==> src/rtl/aroc_pkg.sv <==
// package: register map, field positions and state types for the result/offset/override block
package aroc_pkg;
    localparam logic [5:0] ADDR_SELFDIAG_MUX = 6'h27;
    localparam logic [5:0] ADDR_MEAS_OFFSET = 6'h28;
    localparam logic [5:0] ADDR_DAC_CODE = 6'h2C;
    localparam logic [5:0] ADDR_RAW_RESULT = 6'h2D;
    localparam logic [5:0] ADDR_OVR_CTRL = 6'h2E;
    localparam logic [5:0] ADDR_FAULT_INJ = 6'h2F;
    localparam int RES_W = 12;
    localparam int REG_W = 16;
    localparam int CH_W = 3;
    localparam int BIT_RESULT_OVR_EN = 15;
    localparam int BIT_OFFSET_OVR_EN = 14;
    localparam int BIT_GND_PRESAMPLE_DIS = 13;
    localparam logic [15:0] OVR_CTRL_WMASK = 16'hEFFF;
    localparam logic [15:0] RESET_VALUE = 16'h0000;
    localparam logic [11:0] RESULT_RESET = 12'h000;
    localparam logic [2:0] SELFDIAG_CHANNEL = 3'h7;
    typedef enum logic [1:0] {AROC_IDLE, AROC_GND, AROC_CONVERT} aroc_state_t;
endpackage : aroc_pkg

==> src/rtl/aroc_sub.sv <==
// offset correction: raw result minus active offset, clamped to 12-bit range
module aroc_sub (
    input wire logic [11:0] raw,
    input wire logic [11:0] offset,
    output logic [11:0] corrected
);
    logic signed [13:0] diff;
    always_comb
    begin
        diff = $signed({2'b00, raw}) - $signed({{2{offset[11]}}, offset});
        if (diff < 14'sh0000)
            corrected = 12'h000;
        else if (diff > 14'sh0FFF)
            corrected = 12'hFFF;
        else
            corrected = diff[11:0];
    end
endmodule : aroc_sub

==> src/rtl/aroc_top.sv <==
// result readback, offset correction and override control around the diagnostic converter
module aroc_top (
    input wire logic ref_clk,
    input wire logic arst_n,
    input wire logic [5:0] reg_addr,
    input wire logic [15:0] reg_wdata,
    input wire logic reg_wr,
    input wire logic reg_rd,
    output logic [15:0] reg_rdata,
    input wire logic conv_start,
    input wire logic [2:0] conv_channel,
    output logic sample_gnd,
    output logic sample_input,
    input wire logic conv_done,
    input wire logic [11:0] conv_data,
    input wire logic offset_valid,
    input wire logic [11:0] offset_meas,
    input wire logic [15:0] dac_code,
    output logic result_valid,
    output logic [2:0] result_channel,
    output logic [11:0] result_data,
    output logic limit_data_valid,
    output logic [11:0] limit_data,
    output logic [15:0] fault_inject,
    output logic gnd_presample_disable,
    output logic busy
);
    typedef struct packed {
        aroc_pkg::aroc_state_t state;
        logic [2:0] channel;
        logic [11:0] selfdiag;
        logic [11:0] meas_offset;
        logic [15:0] dac_code;
        logic [11:0] raw;
        logic result_ovr_en;
        logic offset_ovr_en;
        logic gnd_dis;
        logic [11:0] ovr_data;
        logic [15:0] fault_inj;
        logic [15:0] rdata;
        logic res_valid;
        logic [2:0] res_channel;
        logic [11:0] res_data;
    } aroc_regs_t;

    aroc_regs_t st_r;
    aroc_regs_t st_nxt;
    logic [11:0] active_offset;
    logic [11:0] corrected;
    logic [11:0] final_result;
    logic [15:0] ctrl_value;
    logic [15:0] ctrl_written;

    // offset source selection; override data already two's complement
    assign active_offset = st_r.offset_ovr_en ? st_r.ovr_data : st_r.meas_offset;

    aroc_sub u_sub (
        .raw(conv_data),
        .offset(active_offset),
        .corrected(corrected)
    );

    // result override only when offset override is clear
    always_comb
    begin
        if (st_r.result_ovr_en && !st_r.offset_ovr_en)
            final_result = st_r.ovr_data;
        else
            final_result = corrected;
    end

    assign ctrl_value = {st_r.result_ovr_en, st_r.offset_ovr_en, st_r.gnd_dis, 1'b0,
        st_r.ovr_data};
    assign ctrl_written = reg_wdata & aroc_pkg::OVR_CTRL_WMASK;

    always_comb
    begin
        st_nxt = st_r;
        st_nxt.res_valid = 1'b0;
        st_nxt.dac_code = dac_code;
        if (offset_valid)
            st_nxt.meas_offset = offset_meas;

        // conversion sequencing
        unique case (st_r.state)
            aroc_pkg::AROC_IDLE:
            begin
                if (conv_start)
                begin
                    st_nxt.channel = conv_channel;
                    if (st_r.gnd_dis)
                        st_nxt.state = aroc_pkg::AROC_CONVERT;
                    else
                        st_nxt.state = aroc_pkg::AROC_GND;
                end
            end
            aroc_pkg::AROC_GND:
            begin
                st_nxt.state = aroc_pkg::AROC_CONVERT;
            end
            aroc_pkg::AROC_CONVERT:
            begin
                if (conv_done)
                begin
                    st_nxt.state = aroc_pkg::AROC_IDLE;
                    st_nxt.raw = conv_data;
                    st_nxt.res_valid = 1'b1;
                    st_nxt.res_channel = st_r.channel;
                    st_nxt.res_data = final_result;
                    if (st_r.channel == aroc_pkg::SELFDIAG_CHANNEL)
                        st_nxt.selfdiag = final_result;
                end
            end
        endcase

        // register writes
        if (reg_wr)
        begin
            unique case (reg_addr)
                aroc_pkg::ADDR_OVR_CTRL:
                begin
                    st_nxt.offset_ovr_en = ctrl_written[aroc_pkg::BIT_OFFSET_OVR_EN];
                    // both set: result override forced to zero
                    st_nxt.result_ovr_en = ctrl_written[aroc_pkg::BIT_RESULT_OVR_EN]
                        & ~ctrl_written[aroc_pkg::BIT_OFFSET_OVR_EN];
                    st_nxt.gnd_dis = ctrl_written[aroc_pkg::BIT_GND_PRESAMPLE_DIS];
                    st_nxt.ovr_data = ctrl_written[11:0];
                end
                aroc_pkg::ADDR_FAULT_INJ:
                begin
                    st_nxt.fault_inj = reg_wdata;
                end
                default:
                begin
                end
            endcase
        end

        // register reads, data valid the next cycle only
        st_nxt.rdata = aroc_pkg::RESET_VALUE;
        if (reg_rd)
        begin
            unique case (reg_addr)
                aroc_pkg::ADDR_SELFDIAG_MUX:
                    st_nxt.rdata = {4'h0, st_r.selfdiag};
                aroc_pkg::ADDR_MEAS_OFFSET:
                    st_nxt.rdata = {4'h0, st_r.meas_offset};
                aroc_pkg::ADDR_DAC_CODE:
                    st_nxt.rdata = st_r.dac_code;
                aroc_pkg::ADDR_RAW_RESULT:
                    st_nxt.rdata = {4'h0, st_r.raw};
                aroc_pkg::ADDR_OVR_CTRL:
                    st_nxt.rdata = ctrl_value;
                aroc_pkg::ADDR_FAULT_INJ:
                    st_nxt.rdata = st_r.fault_inj;
                default:
                    st_nxt.rdata = aroc_pkg::RESET_VALUE;
            endcase
        end
    end

    always_ff @(posedge ref_clk or negedge arst_n)
    begin
        if (!arst_n)
        begin
            st_r.state <= aroc_pkg::AROC_IDLE;
            st_r.channel <= 3'h0;
            st_r.selfdiag <= aroc_pkg::RESULT_RESET;
            st_r.meas_offset <= aroc_pkg::RESULT_RESET;
            st_r.dac_code <= aroc_pkg::RESET_VALUE;
            st_r.raw <= aroc_pkg::RESULT_RESET;
            st_r.result_ovr_en <= 1'b0;
            st_r.offset_ovr_en <= 1'b0;
            st_r.gnd_dis <= 1'b0;
            st_r.ovr_data <= aroc_pkg::RESULT_RESET;
            st_r.fault_inj <= aroc_pkg::RESET_VALUE;
            st_r.rdata <= aroc_pkg::RESET_VALUE;
            st_r.res_valid <= 1'b0;
            st_r.res_channel <= 3'h0;
            st_r.res_data <= aroc_pkg::RESULT_RESET;
        end
        else
        begin
            st_r <= st_nxt;
        end
    end

    assign reg_rdata = st_r.rdata;
    assign sample_gnd = (st_r.state == aroc_pkg::AROC_GND);
    assign sample_input = (st_r.state == aroc_pkg::AROC_CONVERT);
    assign busy = (st_r.state != aroc_pkg::AROC_IDLE);
    assign result_valid = st_r.res_valid;
    assign result_channel = st_r.res_channel;
    assign result_data = st_r.res_data;
    assign limit_data_valid = st_r.res_valid;
    assign limit_data = st_r.res_data;
    assign fault_inject = st_r.fault_inj;
    assign gnd_presample_disable = st_r.gnd_dis;
endmodule : aroc_top

==> config.mk <==
export PLATFORM = sky130hd
export DESIGN_NAME = aroc_top
export DESIGN_NICKNAME = d
export VERILOG_FILES = /design/src/rtl/aroc_pkg.sv /design/src/rtl/aroc_sub.sv /design/src/rtl/aroc_top.sv
export SDC_FILE = /design/constraint.sdc
export NUM_CORES = 1
export LEC_CHECK = 0
export ABC_AREA = 1
export BUFFER_PORTS_ARGS = -buffer_cell sky130_fd_sc_hd__buf_2
export CAP_MARGIN = 20
export CORE_MARGIN = 1.5
export CORE_UTILIZATION = 59
export CTS_CLUSTER_SIZE = 40
export DETAILED_ROUTE_END_ITERATION = 8
export PLACE_DENSITY_LB_ADDON = 0.3
export SYNTH_ARGS = -nofsm -noshare
export SYNTH_HDL_FRONTEND = slang
export SYNTH_SLANG_ARGS = --single-unit
==> constraint.sdc <==
create_clock -name ref_clk -period 5 [get_ports ref_clk]
set_clock_uncertainty 0.15 [all_clocks]
set_input_delay 0.25 -clock ref_clk [delete_from_list [all_inputs] [get_ports ref_clk]]
set_output_delay 0.25 -clock ref_clk [all_outputs]
set_load 0.05 [all_outputs]
==> reports/results.ini <==
[synthesis]
syn_area_sq_um=6390
synth_top_family_by_area=simple AND/OR/NAND/NOR gates
synth-simple-area-share=0.220
ys_top_cells_by_count=293 x nand2_1, 120 x dfrtp_1, 86 x inv_1, 62 x buf_4, 48 x o21ai_0
syn_area_per_cell_sq_um=8.03
synthFlopType=dfrtp_1
synth_nets=887
yosysMostFrequentCell=nand2_1
synth_seq_cells=120
synthCells=796
synthTopCellsByArea=dfrtp_1 47%, nand2_1 17%, buf_4 7.3%
synthMuxAreaShare=0.0123
synth_compound_gate_area_share=0.104
synthAdderAreaFrac=0.0384
ys_seq_area_frac=0.470
synth_top_cell_area_share=0.470
synth_top_cell_by_area=dfrtp_1
ys_warn_count=0
synth-xor-area-share=0.00959
ys_async_sr_fraction=1.00
ys_types=39
synth_edf_count=0

[floorplan]
die_w_um=107
start_util=0.614
core-area_sq_um=10400
ioPinCount=137
fp.dieH_um=107
row_count=37
die_area_sq_um=11500

[cells_and_area]
fin_area_sq_um=7920
syn_to_final_growth_pct=23.9
fill_cells=754
final_nets=1020
drive_gt1_frac=0.203
ff_latch_area_sq_um=3000
antenna_cells=0
multi_input_area_sq_um=2460

[cts]
htreeDepth=4
cts_buffers=17
clk_pin_slew_ns=0.06
cts_setup_buffers=0
clk_latency_ns=0.52
root_buffer=clkbuf_8
postCtsResizedCells=0
cts_max_path_buffers=2
cts_tree=done
cts.sinks=120
hold_buffers=64

[grt]
grt_pass1_wl_um=30500
grt_max_degree=71
grt_overflow=0
track_usage=0.357
antenna_found_initial=0
grt_pass1_vias=6201

[detailed_routing]
drc=0
dr.pass1.iters=6
drt_iter0_drc=432
drt-total-wl_um=19300
vias=5911
vias_per_cell=5.48
ant_nets=0
drt-wirelength-per-cell_um=17.9

[worst_hold_path]
hp-class=in -> reg
hold_depth=4

[status]
status=finished, final reports clean

[worst_setup_path]
cp-endpoint=limit_data[3]
reg2reg_from=ctrl_value[14]
cp_max_fo=26
crit_family=compound AO/OA/AOI/OAI gates
critical_path_arrival_ns=3.79
path_depth=13
reg2reg_depth=13
reg2reg_to=limit_data[3]
cp.required_ns=5.31
crit_start=ctrl_value[14]
path_buf_inv=0
worstSetupPathType=reg -> reg
crit_slowest_cell=dfrtp_1
start_kind=flop
cp_slowest_stage_delay_ns=0.86
worst-r2r-setup-slack_ns=1.52
path_cells=o21ai_0 -> ha_1 -> nand2_1 -> nand2_1 -> nand2_1 -> nand2_1 -> a21oi_1 -> nand3_1 -> a21oi_2 -> nand2_1 -> nand2_1 -> nand2_1 -> nand2_1
crit_top_cell=nand2_1
endpoint_kind=flop

[timing]
grt_setup_unrepaired=false
slew_headroom=0.283
fmaxAchievable_mhz=287
min_period_ns=3.48
hold_viol_final=0
slew_violations=0
tightest_slew_ns=1.07
setup_viol=0
tns_ns=0
timing.final.crit_share=0.696

[pwr]
clockPowerShare=0.305
power_frac_seq=0.338
ir_drop_uv=378
switching_share=0.406
internal_power_mw=2.41
power_density_nw_per_um2=511
p_leak_nw=4.29
pwr-share-comb=0.356
p_sw_mw=1.64

[placed_design]
place.gp.congestion=0.937
io_buffers=136
dp_hpwl_um=12000
dpl_cell_area_sq_um=6680

[run]
cap_violations=0

-- cell type report --
| type | count | area share |
|---|---|---|
| repair buffers | 204 | 0.171 |
| flip-flops and latches | 120 | 0.379 |
| multi-input cells | 496 | 0.310 |
| inverters | 90 | 0.0427 |
| clock buffers | 24 | 0.0607 |
| clock inverters | 8 | 0.0149 |
| well taps | 136 | 0.0215 |
-- cell usage in the layout, fill, tap and decap left out, types with 10 or more instances in the layout --
master / count
o2111ai_1: 10
dfrtp_1: 120
nand2_1: 293
inv_1: 86
buf_2: 135
dlygate4sd3_1: 64
o21ai_0: 48
ha_1: 18
o21a_1: 10
nor2_1: 21
nand3_1: 23
clkbuf_16: 16
a21oi_1: 11
o22ai_1: 13
-- logic make-up after synthesis --
kind of cell,Yosys count
DFF,120
and+or+nand+nor,354
xor gates and xnor gates,7
buffers and inverters,180
muxes,6
adders and majority gates,19
AOI/OAI and AO/OA,110
-- state kept, by name, indices dropped and copies added, names as in the netlist --
signal	cells
gnd_presample_disable	1
fault_inject	16
limit_data_valid	1
reg_rdata	16
limit_data	12
ctrl_value	14
st_r	57
result_channel	3
-- layer usage --
layer / vias up / share of wire / GRT usage
met5: - / 0 / 0
met3: 70 / 0.089 / 0.0900
met2: 347 / 0.51 / 0.615
li1: 2707 / - / -
met4: 0 / 0.040 / 0.183
met1: 2787 / 0.36 / 0.410
-- power groups by stage --
stage	Clock (mW)	Combinational, mW	Sequential (mW)
4_1_cts	1.24	1.43	1.36
3_3_place_gp	0	1.34	1.36
3_5_place_dp	0	1.38	1.36
5_1_grt	1.29	1.58	1.39
6_report	1.24	1.44	1.37
2_1_floorplan	0	1.23	1.30
-- worst reg2reg max path, cell delays in order (launching register included) --
cell     delay (ns)
dfrtp_1        0.86
o21ai_0        0.41
ha_1           0.43
nand2_1        0.12
nand2_1        0.09
nand2_1        0.07
nand2_1        0.06
a21oi_1        0.18
nand3_1        0.14
a21oi_2        0.56
nand2_1        0.14
nand2_1        0.11
nand2_1        0.05
nand2_1        0.08
-- per-stage QoR --
step | utilization | total power [mW] | cells | hold WS, ns | setup WS, ns
4_1_cts | 0.760 | 4.03 | 1078 | 0.0350 | 1.59
3_5_place_dp | 0.641 | 2.74 | 982 | 0.209 | 1.62
3_3_place_gp | 0.641 | 2.70 | 982 | 0.207 | 1.69
2_1_floorplan | - | 2.53 | 796 | -0.196 | 2.42
6_report | 0.760 | 4.05 | 1078 | 0.0364 | 1.52
5_1_grt | 0.760 | 4.25 | 1078 | 0.0330 | 1.22
-- how the worst min path moves through the flow --
| stage | startpoint | end | slack, ns |
|---|---|---|---|
| 6_report | conv_done | st_r[119] | 0.04 |
| 5_1_grt | conv_done | st_r[119] | 0.03 |
| 4_1_cts | conv_done | st_r[119] | 0.03 |
| 3_5_place_dp | dac_code[4] | st_r[79] | 0.21 |
| 3_3_place_gp | dac_code[4] | st_r[79] | 0.21 |
| 2_1_floorplan | arst_n | ctrl_value[0] | -0.20 |
(Power assumes the default switching activity.)
